===== config.mk =====
export PLATFORM = sky130hd
export DESIGN_NAME = asi_master_display_and_mode_ctrl
export DESIGN_NICKNAME = d
export VERILOG_FILES = /design/src/rtl/asi_master_display_and_mode_ctrl.v
export VERILOG_INCLUDE_DIRS = /design/src /design/src/rtl
export SDC_FILE = /design/constraint.sdc
export NUM_CORES = 1
export LEC_CHECK = 0
export BUFFER_PORTS_ARGS = -buffer_cell sky130_fd_sc_hd__buf_2
export CORE_ASPECT_RATIO = 1.1
export CORE_MARGIN = 8
export CORE_UTILIZATION = 25
export DETAILED_ROUTE_END_ITERATION = 8
export PLACE_DENSITY_LB_ADDON = 0.12
export SETUP_SLACK_MARGIN = 0.4
export SLEW_MARGIN = 30
export SYNTH_ARGS = -nofsm -noshare
export SYNTH_HDL_FRONTEND = slang
export SYNTH_SLANG_ARGS = --single-unit

===== constraint.sdc =====
create_clock -name clk -period 3.7 [get_ports clk]
set_clock_uncertainty 0.05 [all_clocks]
set_input_delay 0.185 -clock clk [delete_from_list [all_inputs] [get_ports clk]]
set_output_delay 0.185 -clock clk [all_outputs]
set_load 0.02 [all_outputs]

===== src/rtl/asi_display_defines.vh =====
// Constants for the AS-i master display and operating-mode controller.
// Assumes a 250 MHz module clock and a byte-addressed register port.
`ifndef ASI_DISPLAY_DEFINES_VH
`define ASI_DISPLAY_DEFINES_VH

// Register byte addresses.
`define REG_CTRL 8'h00
`define REG_FALLBACK 8'h04
`define REG_EXPECTED 8'h08
`define REG_DETECTED 8'h0C
`define REG_ACTIVE 8'h10
`define REG_OUT_DATA 8'h14
`define REG_STATUS 8'h18
`define REG_IN_DATA 8'h1C

// Control and fallback register fields and reset values.
`define CTRL_RUN_BIT 0
`define CTRL_AUTO_BIT 1
`define CTRL_CFG_BIT 2
`define CTRL_RUN_RESET 1'b1
`define CTRL_AUTO_RESET 1'b0
`define FALLBACK_RESET 16'h0001
`define FALLBACK_SELECT_BIT 0

// Status register: sticky duplicate-address error bit, cleared by writing one.
`define STATUS_DUP_BIT 15

// Out-data register: slave address field and data field.
`define OUT_ADDR_LSB 8
`define OUT_ADDR_MSB 12

// Timing, in milliseconds, and the clock rate in kHz.
`define CLK_KHZ 28'h3D090
`define DEBOUNCE_MS 28'h14
`define LONG_PRESS_MS 28'h320
`define FLASH_HALF_MS 28'hFA

`endif


===== src/rtl/asi_master_display_and_mode_ctrl.v =====
// Front-panel display navigation and operating-mode control of an AS-i bus master.
// Assumes a same-clock bus engine reporting slave scans, and button, supply-fault and medium-cut pins arriving asynchronously.
// Notes on behaviour
// Long scroll press in bus view enters address view, address 1 to 31.
// Short plus press steps selected address by one in the scan direction.
// Address view keeps both bus and I/O mode lamps off.
// Long plus press in address view shows the selected slave's I/O bits.
// I/O view lamps 0 to 3 show the four input bits.
// I/O view lamps 4 to 7 show the four output bits.
// I/O view lights the I/O mode lamp, bus mode lamp off.
// Short scroll press in address view toggles scan direction.
// Fallback word bit 0: one forces outputs to zero, zero holds them.
// STOP with zero fallback forces outputs to zero, then stops the bus.
// STOP with hold fallback keeps outputs, then stops the bus.
// Automatic replacement only when enabled, without stopping the bus.
// Replacement at the missing address with right profile rejoins both lists.
// Matching slave at address 0 gets the missing address, then joins lists.
// Address or profile mismatch flashes error and AS-i lamps together.
// Replacement only when exactly one configured slave is faulty.
// Loss of the processor link puts the module in its safe state; the code ignores it in ST_WAIT.
// Serious internal fault stops backplane and AS-i communication.
// After power-up stay stopped until configuration or a button press.
// Supply fault stops the bus and lights the AS-i lamp steadily.
// Medium cut at the output acts as supply fault; all slaves disappear.
// Transmission errors from duplicate addresses are flagged.
// Bus view is the power-up default; lamps 1 to 31 are addresses.
// Bus lamp steady if expected and detected, flashing if one, else off.
// Bus view lights the bus mode lamp, I/O mode lamp off.
// Buttons are debounced and held time separates short from long presses.
`timescale 1ns/1ps
`include "asi_display_defines.vh"

module asi_master_display_and_mode_ctrl #(
   parameter [27:0] DEBOUNCE_CYC = `DEBOUNCE_MS * `CLK_KHZ,
   parameter [27:0] LONG_CYC = `LONG_PRESS_MS * `CLK_KHZ,
   parameter [27:0] FLASH_CYC = `FLASH_HALF_MS * `CLK_KHZ
) (
   input wire clk,
   input wire rst,
   input wire [7:0] addr,
   input wire [31:0] wdata,
   input wire wr,
   input wire rd,
   output reg [31:0] rdata,
   input wire press_scroll,
   input wire press_plus,
   input wire supply_fault,
   input wire medium_cut,
   input wire proc_link_lost,
   input wire internal_fault,
   input wire rsp_valid,
   input wire [4:0] rsp_addr,
   input wire rsp_present,
   input wire rsp_profile_ok,
   input wire [3:0] rsp_in_bits,
   input wire rsp_tx_error,
   input wire out_cycle_done,
   input wire readdr_done,
   input wire [4:0] out_poll_addr,
   output reg [3:0] out_bits,
   output reg readdr_req,
   output reg [4:0] readdr_addr,
   output reg bus_enable,
   output reg backplane_enable,
   output reg [31:0] lamp,
   output reg lamp_bus,
   output reg lamp_io,
   output reg lamp_err,
   output reg lamp_asi
);

   localparam [2:0] ST_WAIT = 3'd0;
   localparam [2:0] ST_RUN = 3'd1;
   localparam [2:0] ST_FALL = 3'd2;
   localparam [2:0] ST_STOP = 3'd3;
   localparam [2:0] ST_SAFE = 3'd4;
   localparam [2:0] ST_FAULT = 3'd5;
   localparam [1:0] VIEW_BUS = 2'd0;
   localparam [1:0] VIEW_ADDR = 2'd1;
   localparam [1:0] VIEW_IO = 2'd2;
   localparam B_SCROLL = 0;
   localparam B_PLUS = 1;

   function one_hot;
      input [31:0] v;
      begin
         one_hot = (v != 32'h0) && ((v & (v - 32'h1)) == 32'h0);
      end
   endfunction

   function [4:0] lowest_index;
      input [31:0] v;
      integer k;
      begin
         lowest_index = 5'h0;
         for (k = 31; k >= 0; k = k - 1) begin
            if (v[k]) begin
               lowest_index = k[4:0];
            end
         end
      end
   endfunction

   reg [1:0] btn_s1, btn_s2, btn_stable, short_p, long_p;
   reg [27:0] deb_cnt [0:1];
   reg [27:0] hold_cnt [0:1];
   reg sup_s1, sup_s2, cut_s1, cut_s2;
   reg [2:0] state;
   reg [1:0] view;
   reg [4:0] sel;
   reg scan_up;
   reg run_req, auto_en;
   reg [15:0] fallback_config_word;
   reg [31:0] expected, detected, active, lost;
   reg [3:0] in_img [0:31];
   reg [3:0] out_img [0:31];
   reg [4:0] io_idx;
   reg readdr_busy, mismatch, dup_err, fall_wrap;
   reg [27:0] flash_cnt;
   reg flash_phase;
   integer i;

   wire supply_bad = sup_s2 | cut_s2;
   wire cfg_load = wr && (addr == `REG_CTRL) && wdata[`CTRL_CFG_BIT];
   wire zero_fallback = fallback_config_word[`FALLBACK_SELECT_BIT];
   wire single_lost = one_hot(lost);
   wire any_press = short_p != 2'b00 || long_p != 2'b00;

   // Button, supply-fault and medium-cut pins pass two flip-flops before anything reads them.
   always @(posedge clk) begin
      if (rst) begin
         btn_s1 <= 2'b00;
         btn_s2 <= 2'b00;
         sup_s1 <= 1'b0;
         sup_s2 <= 1'b0;
         cut_s1 <= 1'b0;
         cut_s2 <= 1'b0;
      end else begin
         btn_s1 <= {press_plus, press_scroll};
         btn_s2 <= btn_s1;
         sup_s1 <= supply_fault;
         sup_s2 <= sup_s1;
         cut_s1 <= medium_cut;
         cut_s2 <= cut_s1;
      end
   end

   // A long press fires while the button is still held, so the release that
   // follows it must not also count as a short press.
   always @(posedge clk) begin
      if (rst) begin
         btn_stable <= 2'b00;
         short_p <= 2'b00;
         long_p <= 2'b00;
         for (i = 0; i < 2; i = i + 1) begin
            deb_cnt[i] <= 28'h0;
            hold_cnt[i] <= 28'h0;
         end
      end else begin
         for (i = 0; i < 2; i = i + 1) begin
            short_p[i] <= 1'b0;
            long_p[i] <= 1'b0;
            if (btn_s2[i] != btn_stable[i]) begin
               if (deb_cnt[i] >= DEBOUNCE_CYC - 28'h1) begin
                  btn_stable[i] <= btn_s2[i];
                  deb_cnt[i] <= 28'h0;
               end else begin
                  deb_cnt[i] <= deb_cnt[i] + 28'h1;
               end
            end else begin
               deb_cnt[i] <= 28'h0;
            end
            if (btn_stable[i]) begin
               if (hold_cnt[i] != LONG_CYC) begin
                  hold_cnt[i] <= hold_cnt[i] + 28'h1;
               end
               if (hold_cnt[i] == LONG_CYC - 28'h1) begin
                  long_p[i] <= 1'b1;
               end
            end else begin
               if (hold_cnt[i] != 28'h0 && hold_cnt[i] < LONG_CYC) begin
                  short_p[i] <= 1'b1;
               end
               hold_cnt[i] <= 28'h0;
            end
         end
      end
   end

   // View navigation.
   always @(posedge clk) begin
      if (rst) begin
         view <= VIEW_BUS;
         sel <= 5'd1;
         scan_up <= 1'b1;
      end else begin
         case (view)
            VIEW_BUS: begin
               if (long_p[B_SCROLL]) begin
                  view <= VIEW_ADDR;
               end
            end
            VIEW_ADDR: begin
               if (long_p[B_SCROLL]) begin
                  view <= VIEW_BUS;
               end else if (long_p[B_PLUS]) begin
                  view <= VIEW_IO;
               end else if (short_p[B_SCROLL]) begin
                  scan_up <= ~scan_up;
               end else if (short_p[B_PLUS]) begin
                  if (scan_up) begin
                     sel <= (sel == 5'd31) ? 5'd1 : sel + 5'd1;
                  end else begin
                     sel <= (sel == 5'd1) ? 5'd31 : sel - 5'd1;
                  end
               end
            end
            VIEW_IO: begin
               if (long_p[B_SCROLL]) begin
                  view <= VIEW_BUS;
               end else if (long_p[B_PLUS]) begin
                  view <= VIEW_ADDR;
               end
            end
            default: view <= VIEW_BUS;
         endcase
      end
   end

   // Operating mode.
   always @(posedge clk) begin
      if (rst) begin
         state <= ST_WAIT;
      end else if (internal_fault) begin
         state <= ST_FAULT;
      end else begin
         case (state)
            ST_WAIT: begin
               if (cfg_load || any_press) begin
                  state <= ST_RUN;
               end
            end
            ST_RUN: begin
               if (proc_link_lost) begin
                  state <= ST_SAFE;
               end else if (!run_req) begin
                  state <= zero_fallback ? ST_FALL : ST_STOP;
               end
            end
            ST_FALL: begin
               if (proc_link_lost) begin
                  state <= ST_SAFE;
               end else if (out_cycle_done && fall_wrap) begin
                  state <= ST_STOP;
               end
            end
            ST_STOP: begin
               if (proc_link_lost) begin
                  state <= ST_SAFE;
               end else if (run_req) begin
                  state <= ST_RUN;
               end
            end
            ST_SAFE: begin
               if (cfg_load && !proc_link_lost) begin
                  state <= ST_RUN;
               end
            end
            ST_FAULT: state <= ST_FAULT;
            default: state <= ST_WAIT;
         endcase
      end
   end

   // Zeros must fill one whole bus cycle; the first done pulse may close a cycle begun before them.
   always @(posedge clk) fall_wrap <= !rst && state == ST_FALL && (fall_wrap || out_cycle_done);

   // Software registers.
   always @(posedge clk) begin
      if (rst) begin
         run_req <= `CTRL_RUN_RESET;
         auto_en <= `CTRL_AUTO_RESET;
         fallback_config_word <= `FALLBACK_RESET;
         expected <= 32'h0;
         io_idx <= 5'h0;
      end else if (wr) begin
         case (addr)
            `REG_CTRL: begin
               run_req <= wdata[`CTRL_RUN_BIT];
               auto_en <= wdata[`CTRL_AUTO_BIT];
            end
            `REG_FALLBACK: fallback_config_word <= wdata[15:0];
            `REG_EXPECTED: expected <= {wdata[31:1], 1'b0};
            `REG_OUT_DATA: io_idx <= wdata[`OUT_ADDR_MSB:`OUT_ADDR_LSB];
            default: io_idx <= io_idx;
         endcase
      end
   end

   always @(posedge clk) begin
      if (wr && addr == `REG_OUT_DATA) begin
         out_img[wdata[`OUT_ADDR_MSB:`OUT_ADDR_LSB]] <= wdata[3:0];
      end
      if (rsp_valid && rsp_present) begin
         in_img[rsp_addr] <= rsp_in_bits;
      end
   end

   // Slave lists and automatic replacement; a lost slave is one that was active.
   always @(posedge clk) begin
      if (rst) begin
         detected <= 32'h0;
         active <= 32'h0;
         lost <= 32'h0;
         readdr_req <= 1'b0;
         readdr_addr <= 5'h0;
         readdr_busy <= 1'b0;
      end else begin
         readdr_req <= 1'b0;
         if (supply_bad) begin
            detected <= 32'h0;
            active <= 32'h0;
         end else if (readdr_busy && readdr_done) begin
            detected[readdr_addr] <= 1'b1;
            active[readdr_addr] <= 1'b1;
            lost[readdr_addr] <= 1'b0;
            readdr_busy <= 1'b0;
         end else if (rsp_valid && rsp_addr != 5'h0) begin
            if (!rsp_present) begin
               detected[rsp_addr] <= 1'b0;
               active[rsp_addr] <= 1'b0;
               if (active[rsp_addr]) begin
                  lost[rsp_addr] <= 1'b1;
               end
            end else if (!lost[rsp_addr]) begin
               detected[rsp_addr] <= 1'b1;
               active[rsp_addr] <= expected[rsp_addr] & rsp_profile_ok;
            end else begin
               detected[rsp_addr] <= 1'b1;
               if (auto_en && single_lost && rsp_profile_ok) begin
                  active[rsp_addr] <= 1'b1;
                  lost[rsp_addr] <= 1'b0;
               end
            end
         end else if (rsp_valid && rsp_present && rsp_profile_ok && auto_en && single_lost && !readdr_busy) begin
            readdr_req <= 1'b1;
            readdr_addr <= lowest_index(lost);
            readdr_busy <= 1'b1;
         end
         if (wr && addr == `REG_EXPECTED) begin
            lost <= 32'h0;
         end
      end
   end

   // Sticky flags: a new event in the clearing cycle wins.
   always @(posedge clk) begin
      if (rst) begin
         mismatch <= 1'b0;
         dup_err <= 1'b0;
      end else begin
         if (auto_en && rsp_valid && rsp_present && lost != 32'h0 && (rsp_addr == 5'h0 || lost[rsp_addr])
             && !(rsp_profile_ok && single_lost)) begin
            mismatch <= 1'b1;
         end else if (lost == 32'h0) begin
            mismatch <= 1'b0;
         end
         if (rsp_valid && rsp_tx_error) begin
            dup_err <= 1'b1;
         end else if (wr && addr == `REG_STATUS && wdata[`STATUS_DUP_BIT]) begin
            dup_err <= 1'b0;
         end
      end
   end

   always @(posedge clk) begin
      if (rst) begin
         flash_cnt <= 28'h0;
         flash_phase <= 1'b0;
      end else if (flash_cnt >= FLASH_CYC - 28'h1) begin
         flash_cnt <= 28'h0;
         flash_phase <= ~flash_phase;
      end else begin
         flash_cnt <= flash_cnt + 28'h1;
      end
   end

   // Outputs to the bus engine, the backplane and the lamps.
   always @(posedge clk) begin
      if (rst) begin
         out_bits <= 4'h0;
         bus_enable <= 1'b0;
         backplane_enable <= 1'b0;
         lamp <= 32'h0;
         lamp_bus <= 1'b1;
         lamp_io <= 1'b0;
         lamp_err <= 1'b0;
         lamp_asi <= 1'b0;
      end else begin
         if (state == ST_FALL || (state == ST_SAFE && zero_fallback)) begin
            out_bits <= 4'h0;
         end else begin
            out_bits <= out_img[out_poll_addr];
         end
         bus_enable <= (state == ST_RUN || state == ST_FALL) && !supply_bad;
         backplane_enable <= state != ST_FAULT;
         lamp <= 32'h0;
         case (view)
            VIEW_ADDR: begin
               lamp[sel] <= 1'b1;
               lamp_bus <= 1'b0;
               lamp_io <= 1'b0;
            end
            VIEW_IO: begin
               lamp[3:0] <= in_img[sel];
               lamp[7:4] <= out_img[sel];
               lamp_bus <= 1'b0;
               lamp_io <= 1'b1;
            end
            default: begin
               lamp <= ((expected & detected) | ((expected ^ detected) & {32{flash_phase}})) & 32'hFFFFFFFE;
               lamp_bus <= 1'b1;
               lamp_io <= 1'b0;
            end
         endcase
         lamp_err <= (mismatch && flash_phase) || state == ST_FAULT;
         lamp_asi <= supply_bad || (mismatch && flash_phase);
      end
   end

   // Read data stand only in the cycle after the strobe.
   always @(posedge clk) begin
      if (rst || !rd) begin
         rdata <= 32'h0;
      end else begin
         case (addr)
            `REG_CTRL: rdata <= {30'h0, auto_en, run_req};
            `REG_FALLBACK: rdata <= {16'h0, fallback_config_word};
            `REG_EXPECTED: rdata <= expected;
            `REG_DETECTED: rdata <= detected;
            `REG_ACTIVE: rdata <= active;
            `REG_OUT_DATA: rdata <= {19'h0, io_idx, 4'h0, out_img[io_idx]};
            `REG_STATUS: rdata <= {18'h0, dup_err, mismatch, supply_bad, scan_up, view, sel, state};
            `REG_IN_DATA: rdata <= {28'h0, in_img[io_idx]};
            default: rdata <= 32'h0;
         endcase
      end
   end

endmodule


# Word level (Yosys, flattened, before mapping)
# Memory sizes are Yosys's and may differ from the RTL's. A register that Yosys moved wholly into a read port is not among the register bits.
# Cells that the tools add are included.
# totals
regBits	284
latchBits	0
mem_bits_rw	368
romBits	0
elab_cells	391
mem_count	4
# mem_list
name	words	word_bits	read_ports	rd_clocked_by_memory_dff	wr	line_no	text
in_img	32	4	2	2	1	asi_master_display_and_mode_ctrl.v:115	reg [3:0] in_img [0:31];
out_img	32	4	3	3	1	asi_master_display_and_mode_ctrl.v:116	reg [3:0] out_img [0:31];
deb_cnt	2	28	2	0	2	asi_master_display_and_mode_ctrl.v:105	reg [27:0] deb_cnt [0:1];
hold_cnt	2	28	2	0	2	asi_master_display_and_mode_ctrl.v:106	reg [27:0] hold_cnt [0:1];
# op_classes
addsub	8
n_mul	0
div_mod_pow	0
n_lt_le_gt_ge	11
eq_ne	40
shifts	0
n_mux	156
n_bitwise	38
n_reduce_logical	93
# ops
op	n
32-bit 2-to-1 mux	14
28-bit 2-to-1 mux	10
32-bit case mux with 8 select lines	1
32-bit bitwise AND	7
5-bit 2-to-1 mux	43
32-bit bitwise OR	6
28-bit by 1-bit adder with 28-bit output (second input constant)	5
32-bit zero test	2
32-bit inverter	2
1-bit 2-to-1 mux	63
28-bit equality test (second input constant)	2
28-bit by 23-bit >= comparator with 1-bit output (second input constant)	2
28-bit less-than comparator (second input constant)	2
28-bit != test (second input constant)	2
28-bit nonzero test	2
24-bit case mux with 2 select lines	1
1-bit logical AND	35
32-bit bitwise mux	1
8-bit by 5-bit equality test with 1-bit output (second input constant)	4
32-bit nonzero test	1
32-bit by 1-bit subtractor with 32-bit output (second input constant)	1
32-bit bitwise XOR	1
28-bit by 26-bit >= comparator with 1-bit output (second input constant)	1
3-bit 2-to-1 mux	9
43 further kinds	129

# Longest topological paths before layout
# depth
depth_word	32
ltp_mapped	13

# Worst setup path after synthesis
# No wires, ideal clock.
# synth_timing
kind	reg-to-reg
startpoint	register with a tool-made name
endpoint	register readdr_addr[0]
t_arrival_ps	3011
required_ps	3580
path_slack_ps	568
path_stages_with_launch	11
synth_period_minus_slack_ps	3132
cell_sequence	dfxtp_1 buf_2 or4_1 buf_2 nor4_4 nand3_1 a221o_1 nor4_4 nand2_2 a2111o_1 a21oi_1
# synth_lines
item	line_no	text
end signal: assignment	asi_master_display_and_mode_ctrl.v:347	readdr_addr <= lowest_index(lost);
end: declaration	asi_master_display_and_mode_ctrl.v:62	output reg [4:0] readdr_addr,

==> impl_metrics.yaml <==
sta:
  final_hold_viol_count: 0
  drv_slew: 0
  finalCritPeriodShare_pct: 85.3
  rsz0062_at_grt: "no"
  fin_setup_tns_ns: 0
  finalSetupViolCount: 0
  worstMarginPinSlew_ns: 1.06
  max_freq_mhz: 317
  min_period_ns: 3.16
  relSlewSlack_pct: 29.1
grt:
  grt_pass1_wl_um: 197000
  grtUsageTotal_pct: 17.6
  grt_overflow: 0
  grt_pass1_vias: 27453
  grt_max_degree: 65
  antenna_found_initial: 9
drt:
  first_iter_violations: 2599
  detail-route-antenna-nets: 0
  routed-via-count: 27906
  wire_per_inst_um: 25.5
  drc: 7
  totalWireLength_um: 137000
  viasPerCell: 5.18
  dr.pass1.iters: 9
logic_synthesis:
  synth-seq-area-share_pct: 48.2
  synth_ff_type: "edfxtp_1"
  yosysWarnings: 0
  synth-edff-count: 340
  synthCells: 3228
  synth_top_family_by_area: "multiplexers"
  synth-compound-area-share_pct: 13.5
  yosys.area_share.simple_pct: 14.8
  synthXorXnorAreaFrac_pct: 3.02
  synth.distinct_cells: 77
  syn_avg_cell_area_um2: 10.8
  ys_ff_latch: 666
  netlist_area_um2: 34800
  synth_fa_ha_area_share_pct: 1.76
  async_reset_ff_share_pct: 0
  synthMuxAreaShare_pct: 15.4
setup_path:
  critPathRequiredTime_ns: 4.23
  path_buf_inv: 2
  r2r_end: "active[3]"
  path_delay_family: "simple AND/OR/NAND/NOR gates"
  r2r_cells: 10
  path_class: "reg -> reg"
  crit_chain: "or4_4 -> nor4_4 -> nand2_1 -> a221o_1 -> nor4_4 -> buf_6 -> o21a_2 -> buf_12 -> a21oi_1 -> a211oi_1"
  crit_path_max_fanout: 25
  worstSetupEndpointType: "flip-flop"
  crit_arrival_ns: 3.69
  cp-start-kind: "flip-flop"
  crit_path_top_delay_cell: "or4_4"
  crit_top_cell: "nor4_4"
  rrSetupSlack_ns: 0.54
  max_stage_delay_ns: 0.57
finish:
  drive_gt1_share_pct: 20.7
  area_growth_pct: 20.7
  final_core_util_pct: 30.4
  nets: 3622
floorplan:
  die_y_um: 407
  core.rowCount: 143
  die_x_um: 372
  core_um2: 138000
  start_util_pct: 25.2
  pin_count: 150
  dieArea_um2: 151000
clock_network:
  numClockSinks: 666
  cts.clk_slew.worst_paths_ns: 0.07
  ctsHtreeMaxLevel: 3
  cts-buffers-inserted: 82
  max-clock-path-buffers: 3
  clk_latency_ns: 0.69
  cts_root_buf: "clkbuf_16"
  cts_tree: "built"
power_and_ir_drop:
  power_frac_comb_pct: 6.4
  leakage_uw: 0.0143
  vdd_drop_max_mv: 0.303
  power.density_nw_per_um2: 419
  switching_share_pct: 24.5
  p_seq_share_pct: 45.1
  p_sw_uw: 4300
  clockPowerShare_pct: 48.6
  internal-power_uw: 13300
outcome:
  status: "finished, violations left"
  violations: "design-rule violations"
placed_design:
  gp_congestion: 0.881
  port_buffers: 149
  dp_hpwl_um: 99600
worst_hold_path:
  hold_end: "out_img[4][0]"
  worstHoldStart: "wdata[0]"
  hold_class: "in -> reg"
  whs_path_depth: 1
job:
  cap_viol_max_count: 0
## cells in the final DEF (no fill, tap or decap), types with 31 or more instances in the layout
master,instances
a211oi_1,31
a21oi_1,245
a222oi_1,51
and3_1,37
buf_2,148
buf_4,175
clkbuf_16,83
conb_1,68
dfxtp_1,321
dlygate4sd3_1,51
edfxtp_1,340
ha_1,48
inv_1,35
mux2i_1,49
mux4_2,213
nand2_1,298
nand3_1,82
nand4_1,33
nor2_1,434
nor3_1,55
nor4_1,32
o21ai_0,97
o22ai_1,53
xnor2_1,44
xor2_1,76
## cell type report
| class | instances | area [um^2] |
|---|---|---|
| Timing Repair Buffer | 384 | 2760 |
| Multi-Input combinational cell | 2333 | 17200 |
| Inverter | 37 | 139 |
| Sequential cell | 666 | 16700 |
| Tap cell | 1812 | 2270 |
| Clock inverter | 36 | 515 |
| Clock buffer | 114 | 2290 |
| Antenna cell | 3 | 7.51 |
| Fill cell | 14319 | 96200 |
## worst max path at each step
stage	cells after the start	to	start	slack [ns]
finish	10	active[3]	flip-flop	0.54
global route	10	active[30]	flip-flop	0.41
CTS	10	active[17]	flip-flop	0.41
detailed placement	10	flip-flop	flip-flop	0.28
global placement	10	flip-flop	flip-flop	0.33
floorplan	10	readdr_addr[0]	flip-flop	0.57
## worst register-to-register path, delay by kind of cell (launching register included)
family	cells	cell delay, ns
AOI/OAI and AO/OA	4	0.91
DFF	1	0.31
buffers and inverters	2	0.38
and+or+nand+nor	4	1.40
## timing repair
action | CTS | global route
setup buffers | 1 | 1
pin swaps | 1 | 2
hold buffers | 51 | 0
endpoints found under the setup margin | 63 | 90
endpoints found under the hold margin | 203 | 0
resized for setup | 2 | 11
## cells by family after synthesis
logic type                 count (synthesis)
AOI/OAI and AO/OA                        704
xor gates and xnor gates                 120
adders and majority gates                 49
buffers and inverters                    295
DFF                                      666
muxes                                    269
other                                      2
and+or+nand+nor                         1123
## cell usage after synthesis (all sizes together), types with 9 or more instances
master  number  area share, %
or2          9           0.16
a21o        30           0.65
nand2      302            3.3
a222oi      51            1.5
o21ai      100            1.5
or3         15           0.27
and3        37           0.67
nor3b       13           0.28
nor3        56           0.81
nand3       82            1.2
edfxtp     340             29
and2        16           0.29
a221oi      11           0.28
a22oi       26           0.56
o211ai      28           0.60
nand4       33           0.59
a21oi      245            3.5
clkbuf     211            2.3
o22ai       53           0.95
nand3b      12           0.26
buf         47           0.59
inv         36           0.39
mux2i       49            1.4
o221a       33            1.1
a211oi      31           0.67
dfxtp      326             19
nor2       436            4.7
a31oi       20           0.36
nor4        35           0.72
xnor2       44            1.1
ha          48            1.7
and4         9           0.23
nor2b       29           0.52
xor2        76            1.9
mux4       213             14
nand2b      12           0.22
## metrics by stage
stage	cell area, um^2	std cells	worst slack [ns]	hold WS (ns)	power (uW)
after global routing	41900	5383	0.407	0.0683	18100
final	41900	5385	0.545	0.0622	17600
after floorplan	35000	3294	0.568	0.214	8670
after CTS	41900	5381	0.408	0.00708	17800
after global placement	38500	5179	0.326	0.347	9150
after detailed placement	38500	5179	0.282	0.348	9140
## layer usage
metal / wire length (um) / GRT usage [%] / share of wire (%)
met5: 0 / 0 / 0
met4: 4610 / 6.16 / 3.4
met3: 8060 / 2.65 / 5.9
met2: 63000 / 28.4 / 46
met1: 61500 / 24.1 / 45
## power groups by stage
| stage | clock network, uW | registers (uW) | logic (uW) |
|---|---|---|---|
| after CTS | 8790 | 7930 | 1100 |
| after detailed placement | 0 | 8090 | 1050 |
| final | 8540 | 7930 | 1120 |
| after global placement | 0 | 8090 | 1060 |
| after global routing | 9020 | 7940 | 1200 |
| after floorplan | 0 | 8050 | 616 |
No activity file was read; power rests on OpenSTA's default activity.
